==> config.mk <==
export PLATFORM = sky130hd
export DESIGN_NAME = rsq_top
export DESIGN_NICKNAME = d
export VERILOG_FILES = /design/src/rsq_pkg.sv /design/src/rsq_rate_div.sv /design/src/rsq_top.sv
export SDC_FILE = /design/constraint.sdc
export NUM_CORES = 1
export LEC_CHECK = 0
export BUFFER_PORTS_ARGS = -buffer_cell sky130_fd_sc_hd__buf_4
export CELL_PAD_IN_SITES_DETAIL_PLACEMENT = 0
export CELL_PAD_IN_SITES_GLOBAL_PLACEMENT = 2
export CORE_MARGIN = 2
export CORE_UTILIZATION = 31
export DETAILED_ROUTE_END_ITERATION = 8
export PLACE_DENSITY_LB_ADDON = 0.1
export SYNTH_ARGS = -nofsm -noshare
export SYNTH_HDL_FRONTEND = slang
export SYNTH_SLANG_ARGS = --single-unit
==> constraint.sdc <==
create_clock -name CLK_I -period 3.9 [get_ports CLK_I]
set_clock_uncertainty 0.2 [all_clocks]
set_input_delay 0.585 -clock CLK_I [delete_from_list [all_inputs] [get_ports CLK_I]]
set_output_delay 0.585 -clock CLK_I [all_outputs]
set_load 0.02 [all_outputs]
==> src/rsq_pkg.sv <==
// rsq_pkg: shared constants, types and register map of the receive signal qualifiers
package rsq_pkg;

    // ------------------------------------------------------------------
    // register map (byte addresses)
    // ------------------------------------------------------------------
    localparam logic [7:0] ADDR_MODEM_CONFIG_TWO   = 8'h00;
    localparam logic [7:0] ADDR_PACKET_CONTROL_ONE = 8'h04;
    localparam logic [7:0] ADDR_GAIN_CONTROL_ZERO  = 8'h08;
    localparam logic [7:0] ADDR_GAIN_CONTROL_ONE   = 8'h0C;
    localparam logic [7:0] ADDR_GAIN_CONTROL_TWO   = 8'h10;
    localparam logic [7:0] ADDR_GP_OUTPUT_CONFIG   = 8'h14;
    localparam logic [7:0] ADDR_RSSI_STATUS        = 8'h18;
    localparam logic [7:0] ADDR_PACKET_STATUS      = 8'h1C;
    localparam logic [7:0] ADDR_RATE_BASE          = 8'h20;
    localparam logic [7:0] ADDR_CS_BASE            = 8'h24;

    // ------------------------------------------------------------------
    // field positions
    // ------------------------------------------------------------------
    localparam int SYNC_MODE_LSB  = 0;
    localparam int PQT_LSB        = 5;
    localparam int APPEND_BIT     = 2;
    localparam int FILT_LEN_LSB   = 0;
    localparam int ABS_OFS_LSB    = 0;
    localparam int REL_STEP_LSB   = 4;
    localparam int TGT_MAG_LSB    = 0;
    localparam int FRONT_GAIN_LSB = 3;
    localparam int DIG_GAIN_LSB   = 6;
    localparam int STAT_CS_BIT    = 6;
    localparam int STAT_PQ_BIT    = 5;
    localparam int STAT_SYNC_BIT  = 3;
    localparam int SYNC_CS_BIT    = 2;

    // ------------------------------------------------------------------
    // reset values
    // ------------------------------------------------------------------
    localparam logic [7:0]  MODEM_CONFIG_TWO_RST   = 8'h02;
    localparam logic [7:0]  PACKET_CONTROL_ONE_RST = 8'h04;
    localparam logic [7:0]  GAIN_CONTROL_ZERO_RST  = 8'h00;
    localparam logic [7:0]  GAIN_CONTROL_ONE_RST   = 8'h00;
    localparam logic [7:0]  GAIN_CONTROL_TWO_RST   = 8'h03;
    localparam logic [5:0]  GP_OUTPUT_CONFIG_RST   = 6'h00;
    localparam logic [15:0] RATE_BASE_RST          = 16'h0010;
    localparam logic [7:0]  CS_BASE_RST            = 8'hB0;

    // ------------------------------------------------------------------
    // encodings and arithmetic constants
    // ------------------------------------------------------------------
    localparam logic [5:0] GPO_SEL_PQ      = 6'h08;
    localparam logic [5:0] GPO_SEL_CS      = 6'h0E;
    localparam logic [1:0] SM_NONE         = 2'b00;
    localparam logic [1:0] SM_15_OF_16     = 2'b01;
    localparam logic [1:0] SM_16_OF_16     = 2'b10;
    localparam logic [1:0] SM_30_OF_32     = 2'b11;
    localparam logic [5:0] SYNC16_LOOSE    = 6'h0F;
    localparam logic [5:0] SYNC16_FULL     = 6'h10;
    localparam logic [5:0] SYNC32_LOOSE    = 6'h1E;
    localparam logic [7:0] PQ_INC          = 8'h01;
    localparam logic [7:0] PQ_DEC          = 8'h08;
    localparam logic [7:0] PQ_MAX          = 8'hFF;
    localparam logic [3:0] ABS_OFS_NEG_MAX = 4'h9;
    localparam logic [9:0] CS_HYST         = 10'h002;
    localparam logic [1:0] REL_OFF         = 2'b00;
    localparam logic [1:0] REL_6DB         = 2'b01;
    localparam logic [1:0] REL_10DB        = 2'b10;
    localparam logic [9:0] REL_STEP_6      = 10'h00C;
    localparam logic [9:0] REL_STEP_10     = 10'h014;
    localparam logic [9:0] REL_STEP_14     = 10'h01C;

    // ------------------------------------------------------------------
    // types
    // ------------------------------------------------------------------
    typedef struct packed {
        logic       bit_valid;
        logic       bit_val;
        logic       sync_check;
        logic [5:0] match16;
        logic [5:0] match32;
        logic [7:0] rssi_raw;
    } rsq_demod_s;

    typedef struct packed {
        logic [2:0]  sync_mode;
        logic [2:0]  preamble_quality_threshold;
        logic        append_en;
        logic [1:0]  filt_len;
        logic [3:0]  abs_ofs;
        logic [1:0]  rel_step;
        logic [2:0]  tgt_mag;
        logic [2:0]  front_gain;
        logic [1:0]  dig_gain;
        logic [5:0]  gpo_sel;
        logic [15:0] rate_base;
        logic [7:0]  cs_base;
    } rsq_cfg_s;

    typedef enum logic [2:0] {
        ST_IDLE   = 3'b001,
        ST_SEARCH = 3'b010,
        ST_LOCKED = 3'b100
    } rsq_sync_e;

endpackage : rsq_pkg

==> src/rsq_rate_div.sv <==
// rsq_rate_div: signal strength sample rate divider
`timescale 1ns/1ps
module rsq_rate_div (
    input  wire logic        clk_i,
    input  wire logic        rst_i,
    input  wire logic        run_i,
    input  wire logic [15:0] base_i,
    input  wire logic [1:0]  shift_i,
    output logic             tick_o
);
    logic [17:0] cnt_r;
    logic [17:0] period;

    // zero base would stall the sampler, so treat it as one
    assign period = (base_i == 16'h0000) ? 18'h00001 : ({2'b00, base_i} << shift_i);

    // ------------------------------------------------------------------
    // counter
    // ------------------------------------------------------------------
    always_ff @(posedge clk_i) begin
        if (rst_i || !run_i) begin
            cnt_r  <= 18'h00000;
            tick_o <= 1'b0;
        end else if (cnt_r >= period - 18'h00001) begin
            cnt_r  <= 18'h00000;
            tick_o <= 1'b1;
        end else begin
            cnt_r  <= cnt_r + 18'h00001;
            tick_o <= 1'b0;
        end
    end

endmodule : rsq_rate_div

==> src/rsq_top.sv <==
// rsq_top: sync qualifiers, preamble quality, signal strength hold and carrier sense
//
// Implementation choices: the APB interface to the registers and the address map.
`timescale 1ns/1ps
// How it works
// - with sync detection on, no fifo writes or filtering before accepted sync.
// - mode low bits: none, 15 of 16, 16 of 16, 30 of 32 sync bits.
// - modes 100-111 repeat 000-011 and also need carrier sense.
// - with quality gating on, sync needs preamble quality above threshold.
// - quality counter adds one per toggled bit, subtracts eight per repeated bit.
// - counter is compared against four times the threshold field.
// - threshold field zero drops the quality condition entirely.
// - quality-met flag on gp output code 8 and packet status bit.
// - with sync detection on, signal strength tracks until sync, then holds until receive re-entry.
// - signal strength reads as two's complement half-dB units, uncorrected.
// - samples at base period times two to the filter length.
// - strength captured at sync goes into first appended status byte.
// - absolute mode asserts above level, deasserts below it with hysteresis.
// - relative mode asserts on rise by step, deasserts on fall by step.
// - carrier-qualified modes search only while carrier sense is set.
// - carrier sense on gp output code 14 and packet status bit.
// - offset field moves absolute level by plus/minus 7 dB in 1 dB steps.
// - relative field selects off, 6, 10 or 14 dB.
// - reset leaves offset zero and target magnitude three.
module rsq_top (
    input  wire logic               CLK_I,
    input  wire logic               RST_I,
    input  wire logic               PSEL_I,
    input  wire logic               PENABLE_I,
    input  wire logic               PWRITE_I,
    input  wire logic [7:0]         PADDR_I,
    input  wire logic [31:0]        PWDATA_I,
    output logic [31:0]             PRDATA_O,
    output logic                    PREADY_O,
    output logic                    PSLVERR_O,
    input  wire logic               RX_ACTIVE_I,
    input  wire logic               RX_ENTER_I,
    input  wire rsq_pkg::rsq_demod_s DEMOD_I,
    output logic                    SYNC_FOUND_O,
    output logic                    RX_GATE_O,
    output logic [7:0]              APPEND_RSSI_O,
    output logic                    APPEND_VALID_O,
    output logic                    CARRIER_SENSE_O,
    output logic                    PREAMBLE_QUALITY_MET_O,
    output logic                    GP_OUTPUT_PIN_O,
    output logic [2:0]              TARGET_MAGNITUDE_O,
    output logic [2:0]              FRONT_AMP_GAIN_LIMIT_O,
    output logic [1:0]              DIGITAL_AMP_GAIN_LIMIT_O
);
    import rsq_pkg::*;

    // ------------------------------------------------------------------
    // functions
    // ------------------------------------------------------------------
    function automatic logic [9:0] sx10(input logic [7:0] v);
        sx10 = {{2{v[7]}}, v};
    endfunction : sx10

    // signed a > b over 10 bits
    function automatic logic sgt(input logic [9:0] a, input logic [9:0] b);
        sgt = $signed(a) > $signed(b);
    endfunction : sgt

    // ------------------------------------------------------------------
    // declarations
    // ------------------------------------------------------------------
    rsq_cfg_s   cfg_r;
    rsq_sync_e  sync_st_r;
    rsq_sync_e  sync_st_nxt;
    logic [7:0] pq_cnt_r;
    logic       prev_bit_r;
    logic       have_prev_r;
    logic [7:0] rssi_r;
    logic [7:0] rssi_prev_r;
    logic       have_sample_r;
    logic       rssi_frozen_r;
    logic [7:0] append_rssi_r;
    logic       abs_cs_r;
    logic       rel_cs_r;
    logic       sync_pulse_r;
    logic [31:0] prdata_r;
    logic       sample_tick;
    logic       pq_met;
    logic       cs;
    logic       pq_ok;
    logic       cs_ok;
    logic       match_ok;
    logic       sync_accept;
    logic       sync_enabled;
    logic [3:0] ofs_clamped;
    logic [9:0] abs_level;
    logic [9:0] rel_step;
    logic [9:0] rssi_x;
    logic [9:0] rssi_prev_x;
    logic [9:0] raw_x;
    logic       wr_en;
    logic       rd_setup;
    logic       addr_hit;
    logic [7:0] status_byte;

    // ------------------------------------------------------------------
    // apb slave: zero wait states, error on unmapped address
    // ------------------------------------------------------------------
    assign wr_en    = PSEL_I && PENABLE_I && PWRITE_I && addr_hit;
    assign rd_setup = PSEL_I && !PENABLE_I;

    assign addr_hit = PADDR_I inside {
            ADDR_MODEM_CONFIG_TWO, ADDR_PACKET_CONTROL_ONE, ADDR_GAIN_CONTROL_ZERO,
            ADDR_GAIN_CONTROL_ONE, ADDR_GAIN_CONTROL_TWO, ADDR_GP_OUTPUT_CONFIG,
            ADDR_RSSI_STATUS, ADDR_PACKET_STATUS, ADDR_RATE_BASE, ADDR_CS_BASE};

    always_ff @(posedge CLK_I) begin
        if (RST_I) begin
            cfg_r.sync_mode  <= MODEM_CONFIG_TWO_RST[SYNC_MODE_LSB +: 3];
            cfg_r.preamble_quality_threshold        <= PACKET_CONTROL_ONE_RST[PQT_LSB +: 3];
            cfg_r.append_en  <= PACKET_CONTROL_ONE_RST[APPEND_BIT];
            cfg_r.filt_len   <= GAIN_CONTROL_ZERO_RST[FILT_LEN_LSB +: 2];
            cfg_r.abs_ofs    <= GAIN_CONTROL_ONE_RST[ABS_OFS_LSB +: 4];
            cfg_r.rel_step   <= GAIN_CONTROL_ONE_RST[REL_STEP_LSB +: 2];
            cfg_r.tgt_mag    <= GAIN_CONTROL_TWO_RST[TGT_MAG_LSB +: 3];
            cfg_r.front_gain <= GAIN_CONTROL_TWO_RST[FRONT_GAIN_LSB +: 3];
            cfg_r.dig_gain   <= GAIN_CONTROL_TWO_RST[DIG_GAIN_LSB +: 2];
            cfg_r.gpo_sel    <= GP_OUTPUT_CONFIG_RST;
            cfg_r.rate_base  <= RATE_BASE_RST;
            cfg_r.cs_base    <= CS_BASE_RST;
        end else if (wr_en) begin
            unique case (PADDR_I)
                ADDR_MODEM_CONFIG_TWO: cfg_r.sync_mode <= PWDATA_I[SYNC_MODE_LSB +: 3];
                ADDR_PACKET_CONTROL_ONE: begin
                    cfg_r.preamble_quality_threshold       <= PWDATA_I[PQT_LSB +: 3];
                    cfg_r.append_en <= PWDATA_I[APPEND_BIT];
                end
                ADDR_GAIN_CONTROL_ZERO: cfg_r.filt_len <= PWDATA_I[FILT_LEN_LSB +: 2];
                ADDR_GAIN_CONTROL_ONE: begin
                    cfg_r.abs_ofs  <= PWDATA_I[ABS_OFS_LSB +: 4];
                    cfg_r.rel_step <= PWDATA_I[REL_STEP_LSB +: 2];
                end
                ADDR_GAIN_CONTROL_TWO: begin
                    cfg_r.tgt_mag    <= PWDATA_I[TGT_MAG_LSB +: 3];
                    cfg_r.front_gain <= PWDATA_I[FRONT_GAIN_LSB +: 3];
                    cfg_r.dig_gain   <= PWDATA_I[DIG_GAIN_LSB +: 2];
                end
                ADDR_GP_OUTPUT_CONFIG: cfg_r.gpo_sel <= PWDATA_I[5:0];
                ADDR_RATE_BASE: cfg_r.rate_base <= PWDATA_I[15:0];
                ADDR_CS_BASE: cfg_r.cs_base <= PWDATA_I[7:0];
                default: ;
            endcase
        end
    end

    assign status_byte = {1'b0, cs, pq_met, 1'b0, (sync_st_r == ST_LOCKED), 3'b000};

    // read data captured in the setup cycle so prdata comes from a flop
    always_ff @(posedge CLK_I) begin
        if (RST_I) begin
            prdata_r <= 32'h00000000;
        end else if (rd_setup) begin
            unique case (PADDR_I)
                ADDR_MODEM_CONFIG_TWO:   prdata_r <= {29'h0, cfg_r.sync_mode};
                ADDR_PACKET_CONTROL_ONE: prdata_r <= {24'h0, cfg_r.preamble_quality_threshold, 2'b00, cfg_r.append_en, 2'b00};
                ADDR_GAIN_CONTROL_ZERO:  prdata_r <= {30'h0, cfg_r.filt_len};
                ADDR_GAIN_CONTROL_ONE:   prdata_r <= {26'h0, cfg_r.rel_step, cfg_r.abs_ofs};
                ADDR_GAIN_CONTROL_TWO:   prdata_r <= {24'h0, cfg_r.dig_gain, cfg_r.front_gain, cfg_r.tgt_mag};
                ADDR_GP_OUTPUT_CONFIG:   prdata_r <= {26'h0, cfg_r.gpo_sel};
                ADDR_RSSI_STATUS:        prdata_r <= {24'h0, rssi_r};
                ADDR_PACKET_STATUS:      prdata_r <= {24'h0, status_byte};
                ADDR_RATE_BASE:          prdata_r <= {16'h0, cfg_r.rate_base};
                ADDR_CS_BASE:            prdata_r <= {24'h0, cfg_r.cs_base};
                default:                 prdata_r <= 32'h00000000;
            endcase
        end
    end

    assign PRDATA_O  = prdata_r;
    assign PREADY_O  = 1'b1;
    assign PSLVERR_O = PSEL_I && PENABLE_I && !addr_hit;

    // ------------------------------------------------------------------
    // preamble quality
    // ------------------------------------------------------------------
    always_ff @(posedge CLK_I) begin
        if (RST_I || RX_ENTER_I) begin
            pq_cnt_r    <= 8'h00;
            prev_bit_r  <= 1'b0;
            have_prev_r <= 1'b0;
        end else if (DEMOD_I.bit_valid) begin
            prev_bit_r  <= DEMOD_I.bit_val;
            have_prev_r <= 1'b1;
            if (have_prev_r && DEMOD_I.bit_val != prev_bit_r) begin
                if (pq_cnt_r != PQ_MAX) begin
                    pq_cnt_r <= pq_cnt_r + PQ_INC;
                end
            end else if (have_prev_r) begin
                // floor at zero; a wrap would fake a strong preamble
                pq_cnt_r <= (pq_cnt_r > PQ_DEC) ? pq_cnt_r - PQ_DEC : 8'h00;
            end
        end
    end

    assign pq_met = pq_cnt_r > {3'b000, cfg_r.preamble_quality_threshold, 2'b00};
    assign pq_ok  = (cfg_r.preamble_quality_threshold == 3'b000) || pq_met;

    // ------------------------------------------------------------------
    // signal strength sampling and hold
    // ------------------------------------------------------------------
    rsq_rate_div u_rate (
        .clk_i   (CLK_I),
        .rst_i   (RST_I),
        .run_i   (RX_ACTIVE_I),
        .base_i  (cfg_r.rate_base),
        .shift_i (cfg_r.filt_len),
        .tick_o  (sample_tick)
    );

    always_ff @(posedge CLK_I) begin
        if (RST_I) begin
            rssi_r        <= 8'h80;
            rssi_prev_r   <= 8'h80;
            have_sample_r <= 1'b0;
        end else if (RX_ENTER_I) begin
            have_sample_r <= 1'b0;
        end else if (sample_tick) begin
            rssi_prev_r   <= DEMOD_I.rssi_raw;
            have_sample_r <= 1'b1;
            if (!rssi_frozen_r && !(sync_accept && sync_enabled)) begin
                rssi_r <= DEMOD_I.rssi_raw;
            end
        end
    end

    always_ff @(posedge CLK_I) begin
        if (RST_I || RX_ENTER_I) begin
            rssi_frozen_r <= 1'b0;
        end else if (sync_accept && sync_enabled) begin
            rssi_frozen_r <= 1'b1;
        end
    end

    always_ff @(posedge CLK_I) begin
        if (RST_I) begin
            append_rssi_r <= 8'h00;
        end else if (sync_accept) begin
            append_rssi_r <= rssi_r;
        end
    end

    // ------------------------------------------------------------------
    // carrier sense
    // ------------------------------------------------------------------
    // the 1000 code would reach -8 dB, so clamp to the documented span
    assign ofs_clamped = (cfg_r.abs_ofs == 4'h8) ? ABS_OFS_NEG_MAX : cfg_r.abs_ofs;
    assign abs_level   = sx10(cfg_r.cs_base) + {{5{ofs_clamped[3]}}, ofs_clamped, 1'b0};
    assign rssi_x      = sx10(rssi_r);
    assign rssi_prev_x = sx10(rssi_prev_r);
    assign raw_x       = sx10(DEMOD_I.rssi_raw);

    always_comb begin
        unique case (cfg_r.rel_step)
            REL_OFF:  rel_step = 10'h000;
            REL_6DB:  rel_step = REL_STEP_6;
            REL_10DB: rel_step = REL_STEP_10;
            default:  rel_step = REL_STEP_14;
        endcase
    end

    always_ff @(posedge CLK_I) begin
        if (RST_I || !RX_ACTIVE_I) begin
            abs_cs_r <= 1'b0;
        end else if (sample_tick) begin
            if (sgt(raw_x, abs_level)) begin
                abs_cs_r <= 1'b1;
            end else if (sgt(abs_level - CS_HYST, raw_x)) begin
                abs_cs_r <= 1'b0;
            end
        end
    end

    always_ff @(posedge CLK_I) begin
        if (RST_I || !RX_ACTIVE_I || cfg_r.rel_step == REL_OFF) begin
            rel_cs_r <= 1'b0;
        end else if (sample_tick && have_sample_r) begin
            if (!sgt(rssi_prev_x + rel_step, raw_x)) begin
                rel_cs_r <= 1'b1;
            end else if (!sgt(raw_x, rssi_prev_x - rel_step)) begin
                rel_cs_r <= 1'b0;
            end
        end
    end

    assign cs = abs_cs_r || rel_cs_r;

    // ------------------------------------------------------------------
    // sync qualification
    // ------------------------------------------------------------------
    assign sync_enabled = cfg_r.sync_mode[1:0] != SM_NONE;
    assign cs_ok        = !cfg_r.sync_mode[SYNC_CS_BIT] || cs;

    always_comb begin
        unique case (cfg_r.sync_mode[1:0])
            SM_NONE:     match_ok = 1'b1;
            SM_15_OF_16: match_ok = DEMOD_I.match16 >= SYNC16_LOOSE;
            SM_16_OF_16: match_ok = DEMOD_I.match16 >= SYNC16_FULL;
            default:     match_ok = DEMOD_I.match32 >= SYNC32_LOOSE;
        endcase
    end

    assign sync_accept = (sync_st_r == ST_SEARCH) && RX_ACTIVE_I && cs_ok &&
                         (sync_enabled ? (DEMOD_I.sync_check && match_ok && pq_ok) : 1'b1);

    always_comb begin
        sync_st_nxt = sync_st_r;
        unique case (sync_st_r)
            ST_IDLE: begin
                if (RX_ACTIVE_I) begin
                    sync_st_nxt = ST_SEARCH;
                end
            end
            ST_SEARCH: begin
                if (!RX_ACTIVE_I) begin
                    sync_st_nxt = ST_IDLE;
                end else if (sync_accept) begin
                    sync_st_nxt = ST_LOCKED;
                end
            end
            ST_LOCKED: begin
                if (!RX_ACTIVE_I) begin
                    sync_st_nxt = ST_IDLE;
                end
            end
            default: sync_st_nxt = ST_IDLE;
        endcase
    end

    always_ff @(posedge CLK_I) begin
        if (RST_I) begin
            sync_st_r <= ST_IDLE;
        end else if (RX_ENTER_I) begin
            sync_st_r <= ST_SEARCH;
        end else begin
            sync_st_r <= sync_st_nxt;
        end
    end

    always_ff @(posedge CLK_I) begin
        if (RST_I) begin
            sync_pulse_r <= 1'b0;
        end else begin
            sync_pulse_r <= sync_accept && !RX_ENTER_I;
        end
    end

    // ------------------------------------------------------------------
    // outputs
    // ------------------------------------------------------------------
    assign RX_GATE_O               = (sync_st_r == ST_LOCKED) && RX_ACTIVE_I;
    assign SYNC_FOUND_O            = sync_pulse_r;
    assign APPEND_RSSI_O           = append_rssi_r;
    assign APPEND_VALID_O          = cfg_r.append_en && (sync_st_r == ST_LOCKED);
    assign CARRIER_SENSE_O         = cs;
    assign PREAMBLE_QUALITY_MET_O  = pq_met;
    assign GP_OUTPUT_PIN_O         = (cfg_r.gpo_sel == GPO_SEL_PQ) ? pq_met :
                                     (cfg_r.gpo_sel == GPO_SEL_CS) ? cs : 1'b0;
    // gain limits go to the agc; software lowers front gain first for a higher level
    assign TARGET_MAGNITUDE_O      = cfg_r.tgt_mag;
    assign FRONT_AMP_GAIN_LIMIT_O  = cfg_r.front_gain;
    assign DIGITAL_AMP_GAIN_LIMIT_O = cfg_r.dig_gain;

endmodule : rsq_top

==> impl_metrics.toml, run 1 <==
[sta]
grt_setup_unrepaired = "true"
slew_headroom_pct = 35.5
timing_worst_slew_pin_value_ns = 0.955
fin_crit_sh_pct = 94.8
total_count_of_max_transition_violations_in_the_final_report = 0
max_freq_mhz = 270
final-setup-viol-count = 0
worst_slack_ns = 0.202
final_period_minus_worst_setup_slack_ns = 3.70
final_hold_viol_count = 0

[hold_path]
hold_path.class = "input port to flip-flop"
worstHoldEndpoint = "have_prev_r"
min_delay_path_depth = 3
hold_start = "DEMOD_I[22]"

[place]
gp_routability_congestion = 0.794
portBuffers = 91
detailed_place_hpwl_um = 21600
numPlacedInstances = 1589
dp_slack_ns = -0.0127

[critical_path]
timing.critical_path.fanout_max = 4
rr_worst_depth = 18
timing.critical_path.buf_inv = 0
cp.required_ns = 4.04
ordered_list_of_cells_on_the_worst_path = "nor2_1 > a21o_1 > ha_1 > fa_2 > a21o_1 > a21oi_4 > nor4b_1 > a31oi_1 > nand2_1 > and3b_1 > xnor2_1 > ha_1 > and3_1 > nand3_1 > a21oi_1 > a311oi_2 > and4b_1 > a31oi_1"
r2r_slack_ns = 0.20
critical_path.max_stage_delay_ns = 0.36
launching_element_type_of_the_critical_path = "flip-flop"
r2r-start = "cfg_r[41]"
cell_family_contributing_the_most_delay_on_the_critical_path = "compound AO/OA/AOI/OAI gates"
critical_path.endpoint_type = "flip-flop"
worst-endpoint-arrival_ns = 3.84
critPathSlowestCell = "fa_2"
reg2reg_to = "abs_cs_r"
path_class = "flip-flop to flip-flop"

[detailed_routing]
vias_post_dr = 8160
drt_iter0_markers = 436
antenna_violating_nets_post_route = 0
post-route-drc-count = 0
routed_wirelength_um = 28700
post_dr_vias_cell = 5.03
detail_route.first_pass.iterations = 4
average_wire_per_cell_in_the_routed_design_um = 17.7

[clocking]
cts_buffer_depth = 2
cts-hold-fix-buffers = 0
numCtsBuffers = 17
clk_pin_slew_ns = 0.07
clock_sink_count = 130
clock_latency_ns = 0.43
htree_levels = 4
clk_root_buffer_cell = "clkbuf_16"
tritoncts = "done"

[floorplanning]
dieArea_um2 = 30700
boundaryPins = 126
die_height_um = 175
die_span_in_x_um = 175
num_rows = 62
initial_utilization_pct = 31.6
floorplan.core_area_um2 = 28800

[final_layout]
antenna_cells_inserted = 0
layout-drive-gt1-share_pct = 17.0
synthToLayoutAreaGrowth_pct = 19.4
final_net_count = 1376
fin_util_pct = 37.7
final.fill_count = 3091
most-common-layout-cells = "nand2_1 (146), buf_4 (133), dfxtp_1 (122)"
layout_commonest_cell = "nand2_1"
stdcell_count = 1622

[yosys]
mappedNetlistArea_um2 = 9100
number_of_flops_mapped_to_enable_cells_by_yosys = 0
synthDominantCellAreaShare_pct = 28.6
synth_top_area_cell = "dfxtp_1"
yosys_warnings = 0
seq_area_frac_synth_pct = 28.6
leading_post_synthesis_cells_by_cell_area = "dfxtp_1 (29%), ha_1 (11%), nand2_1 (6.0%), mux2i_1 (5.3%), a21oi_1 (4.7%)"
yosys.cell_types.count = 79
ys_ff_latch = 130
synthesis.area_per_instance_um2 = 8.00
syn_inst = 1138
most_common_flop_cell_mapped_by_yosys = "dfxtp_1"
synth_async_sr_flop_share_pct = 0

[grt]
grt_pass1_wl_um = 45400
grt-ovfl-total = 0
first_global_vias = 7961
grt_start_max_net_pins = 64
antenna_violations_before_repair = 0
gr-usage-all-layers_pct = 18.8

[pwr]
power-per-cell-area_nw_per_um2 = 296
vdd.ir_drop.worst_uv = 287
p_leak_nw = 4.51

[run_status]
run_status = "finished clean"

[flow_run]
cap_violations = 0
[per-stage QoR]
step	setup TNS (ns)	hold WS, ns	total power, W	area [um^2]
6_report	0	0.194	0.00322	10900
5_1_grt	-0.0411	0.202	0.00334	10900
4_1_cts	0	0.174	0.00327	10800
3_5_place_dp	-0.0127	0.247	0.00161	10200
3_3_place_gp	-0.000738	0.244	0.00161	10200
2_1_floorplan	0	0.237	0.00151	9160
[where the power goes]
part	total, W	internal, W	switching, W	leakage [nW]
Clock	0.00164	0.000951	0.000688	0.282
Sequential	0.00134	0.00133	0.00000497	1.05
Combinational	0.000241	0.0000870	0.000154	3.18
Total	0.00322	0.00237	0.000848	4.51
[logic make-up (layout without fill, tap and decap cells)]
family,after synthesis,count (layout),share of synthesized area (%)
other,2,17,0.0825
buffers and inverters,130,215,6.94
AND/OR/NAND/NOR,424,424,22.1
adder cells (fa/ha/maj),81,81,11.4
XOR/XNOR,54,54,5.35
AO/OA/AOI/OAI,256,256,18.1
multiplexers,61,61,7.47
flip-flops,130,130,28.6
[cell type report]
type                    instances  area [um^2]  share of cell area [%]
multi-input cells             893         5970                    55.0
well taps                     384          480                    4.42
repair buffers                135         1030                    9.48
clock buffers                  18          429                    3.95
flip-flops and latches        130         2620                    24.1
inverters                      48          180                    1.66
clock inverters                14          155                    1.43
[how the worst max path moves through the flow]
stage,startpoint,end,slack [ns],cells after the start
floorplan,cfg_r[41],abs_cs_r,0.06,18
global placement,cfg_r[41],abs_cs_r,-0.0007,19
detailed placement,cfg_r[41],abs_cs_r,-0.01,19
CTS,cfg_r[41],abs_cs_r,0.006,18
global route,cfg_r[44],u_rate.cnt_r[2],-0.02,16
finish,cfg_r[41],abs_cs_r,0.20,18
[worst reg2reg max path, delay by kind of cell (launching register included)]
| family | cells | cell delay (ns) |
|---|---|---|
| AOI/OAI and AO/OA | 7 | 1.15 |
| xor gates and xnor gates | 1 | 0.13 |
| adders and majority gates | 3 | 0.83 |
| DFF | 1 | 0.32 |
| and+or+nand+nor | 7 | 1.00 |
[cells in the mapped netlist, drive strengths merged, types with 5 or more instances]
library cell	n
ha	78
xor2	22
nand4	10
nand2	146
o22ai	7
and2	5
nor3	15
nand2b	15
xnor2	31
o21bai	7
nor2	104
nand3	63
a211oi	10
a31oi	11
nor4	7
mux2	9
a21o	11
and3	21
o211ai	14
clkbuf	28
o21a	6
inv	47
a22oi	9
a32oi	5
o21ai	54
buf	54
dfxtp	130
a21oi	87
nor4b	5
mux2i	48
nor2b	14
[state kept, by name (all words and copies together) (netlist names), 2 cells and up]
signal / count
PRDATA_O: 16
sync_st_r: 3
TARGET_MAGNITUDE_O: 3
pq_cnt_r: 8
rssi_prev_r: 8
u_rate.cnt_r: 18
APPEND_RSSI_O: 8
DIGITAL_AMP_GAIN_LIMIT_O: 2
cfg_r: 45
FRONT_AMP_GAIN_LIMIT_O: 3
rssi_r: 8
[layer usage]
layer,global-route usage (%),routed length (um),up-vias
li1,-,-,4168
met1,26.2,14000,3837
met2,30.7,13500,132
met3,2.73,884,23
met4,4.13,295,0
met5,0,0,-
[repair_timing]
| item | 4_1_cts | 5_1_grt |
|---|---|---|
| buffers inserted | 0 | 1 |
| endpoints found under the setup margin | 1 | 19 |
| resized for setup | 1 | 21 |
| pin swaps | 0 | 6 |
No activity file was read; power rests on OpenSTA's default activity.
==> run 2, diff against run 1 <==
Settings changed: GPL_TIMING_DRIVEN set to 0.
==> run 2 against run 1 <==
Sequential power barely moved. Sequential share of layout area shrank 0.99 points. Combinational power grew 14%. Non-clock buffer count is 49 higher. Wire length up 5.8%. Critical path depth down 2. Total power increased by 1.1%. First-iteration DRC count increased by 6.9%.
==> impl_metrics.toml, run 2 (synthesis gave the netlist of run 1 again) <==
[critical_path]
crit_top_cell = "buf_6"
ordered_list_of_cells_on_the_worst_path = "buf_6 > mux4_2 > nor3_4 > nand3_2 > nor2_4 > nand2_2 > xnor2_2 > ha_1 > nor2b_4 > o21ai_2 > o2111ai_2 > nand3b_1 > a2111o_1 > buf_6 > clkbuf_16 > nor2_2"
worst-endpoint-arrival_ns = 3.99
cp.required_ns = 4.06
r2r-start = "cfg_r[44]"
critical_path.endpoint_type = "flip-flop"
path_class = "flip-flop to flip-flop"
worst_setup_sp = "cfg_r[44]"
launching_element_type_of_the_critical_path = "flip-flop"
critPathSlowestCell = "mux4_2"
critical_path.max_stage_delay_ns = 0.56
timing.critical_path.fanout_max = 5

[final_layout]
layout-drive-gt1-share_pct = 20.2
fin_util_pct = 39.3
final_net_count = 1425
multi_input_comb_area_um2 = 6120
synthToLayoutAreaGrowth_pct = 24.4
largest-register = "cfg_r"
most-common-layout-cells = "nand2_1 (144), buf_4 (127), dfxtp_1 (124)"
stdcell_count = 1671
largest_register_ff_count = 45
layout_commonest_cell = "nand2_1"
ff_latch_area_um2 = 2610
antenna_cells_inserted = 0
final.fill_count = 3063

[pwr]
p_int_w = 0.00239
power_frac_clock_pct = 50.5
p_leak_nw = 4.67
vdd.ir_drop.worst_uv = 241
power-per-cell-area_nw_per_um2 = 287
power.share.combinational_pct = 8.4
power.switching_fraction_pct = 26.6
seq_power_share_pct = 41.1
p_sw_w = 0.000865

[flow_run]
cap_violations = 0

[clocking]
clock_sink_count = 130
cts_buffer_depth = 2
htree_levels = 4
clk_root_buffer_cell = "clkbuf_16"
clock_latency_ns = 0.42
clk_pin_slew_ns = 0.07
numCtsBuffers = 17
tritoncts = "done"

[sta]
final_period_minus_worst_setup_slack_ns = 3.83
total_count_of_max_transition_violations_in_the_final_report = 0
grt_setup_unrepaired = "true"
final_hold_viol_count = 0
tns_ns = 0
timing_worst_slew_pin_value_ns = 0.820
final-setup-viol-count = 0
max_freq_mhz = 261
slew_headroom_pct = 45.3
fin_crit_sh_pct = 98.2

[grt]
grt_pass1_wl_um = 46600
grt_start_max_net_pins = 20
first_global_vias = 8016
gr-usage-all-layers_pct = 19.6
antenna_violations_before_repair = 0
grt-ovfl-total = 0

[floorplanning]
floorplan.core_area_um2 = 28800
die_height_um = 175
boundaryPins = 126
initial_utilization_pct = 31.6
num_rows = 62
die_span_in_x_um = 175
dieArea_um2 = 30700

[hold_path]
hold_start = "DEMOD_I[22]"
hold_path.class = "input port to flip-flop"

[detailed_routing]
vias_post_dr = 8426
antenna_violating_nets_post_route = 0
post-route-drc-count = 0
routed_wirelength_um = 30400
post_dr_vias_cell = 5.04
detail_route.first_pass.iterations = 6
drt_iter0_markers = 466
average_wire_per_cell_in_the_routed_design_um = 18.2

[place]
portBuffers = 89
gp_routability_congestion = 0.819
detailed_place_hpwl_um = 23000
numPlacedInstances = 1626

[run_status]
run_status = "finished clean"
[run 2: changes by cell type in the layout (fill, tap and decap cells not counted), moves of 4 or more]
cell,change
buf_6,+5
buf_4,-6
buf_1,+4
buf_2,+13
nor2_2,+6
clkbuf_1,+25
nor2_4,+8
buf_8,+4
nor2_1,-14
[run 2: per-layer routing]
metal	share of wire (%)	GRT usage (%)	wire [um]	up-vias
met2	47	31.9	14200	161
li1	-	-	-	4264
met1	48	27.1	14600	3974
met5	0	0	0	-
met3	3.9	3.20	1170	27
met4	1.3	4.65	396	0
[run 2: what timing repair did]
item / in CTS / in global routing
setup buffers: 7 / 8
endpoints found under the setup margin: 20 / 18
cloned: 0 / 1
pin swaps: 5 / 25
hold buffers: 0 / 0
resized for setup: 30 / 60
endpoints found under the hold margin: 0 / 0
[run 2: final cells by class]
class | count | share of cell area (%)
Clock buffer | 18 | 3.79
Inverter | 48 | 1.59
Sequential cell | 130 | 23.1
Clock inverter | 14 | 1.36
Timing Repair Buffer | 105 | 7.26
Multi-Input combinational cell | 893 | 54.0
Buffer | 79 | 4.62
Tap cell | 384 | 4.25
[run 2: power groups by stage]
stage | clock network (W) | logic, W | registers (W)
2_1_floorplan | 0 | 0.000142 | 0.00137
3_3_place_gp | 0 | 0.000264 | 0.00137
3_5_place_dp | 0 | 0.000264 | 0.00137
4_1_cts | 0.00168 | 0.000266 | 0.00134
5_1_grt | 0.00174 | 0.000300 | 0.00134
6_report | 0.00164 | 0.000274 | 0.00134
[run 2: per-stage QoR]
step / cell area, um^2 / power (W) / setup WS (ns) / hold WS (ns)
4_1_cts: 11000 / 0.00329 / 0.00607 / 0.177
3_5_place_dp: 10300 / 0.00163 / -0.811 / 0.249
2_1_floorplan: 9160 / 0.00151 / 0.0641 / 0.237
3_3_place_gp: 10300 / 0.00163 / -0.802 / 0.241
6_report: 11300 / 0.00325 / 0.0703 / 0.187
5_1_grt: 11300 / 0.00337 / -0.149 / 0.209
[run 2: path summary, 6_finish.rpt]
| path | to | slack, ns | cells past startpoint |
|---|---|---|---|
| setup reg to reg | u_rate.cnt_r[0] | 0.07 | 16 |
| setup / recovery | u_rate.cnt_r[0] | 0.07 | 16 |
| hold / removal | have_prev_r | 0.19 | 3 |
| hold reg to reg | PRDATA_O[12] | 0.25 | 2 |
[run 2: worst max-delay path, delay by kind of cell, from the launching register on]
family / cells / cell delay (ns)
multiplexers: 1 / 0.56
XOR/XNOR: 1 / 0.16
AO/OA/AOI/OAI: 3 / 0.75
AND/OR/NAND/NOR: 7 / 1.04
adder cells (fa/ha/maj): 1 / 0.32
flip-flops: 1 / 0.32
buffers and inverters: 3 / 0.42
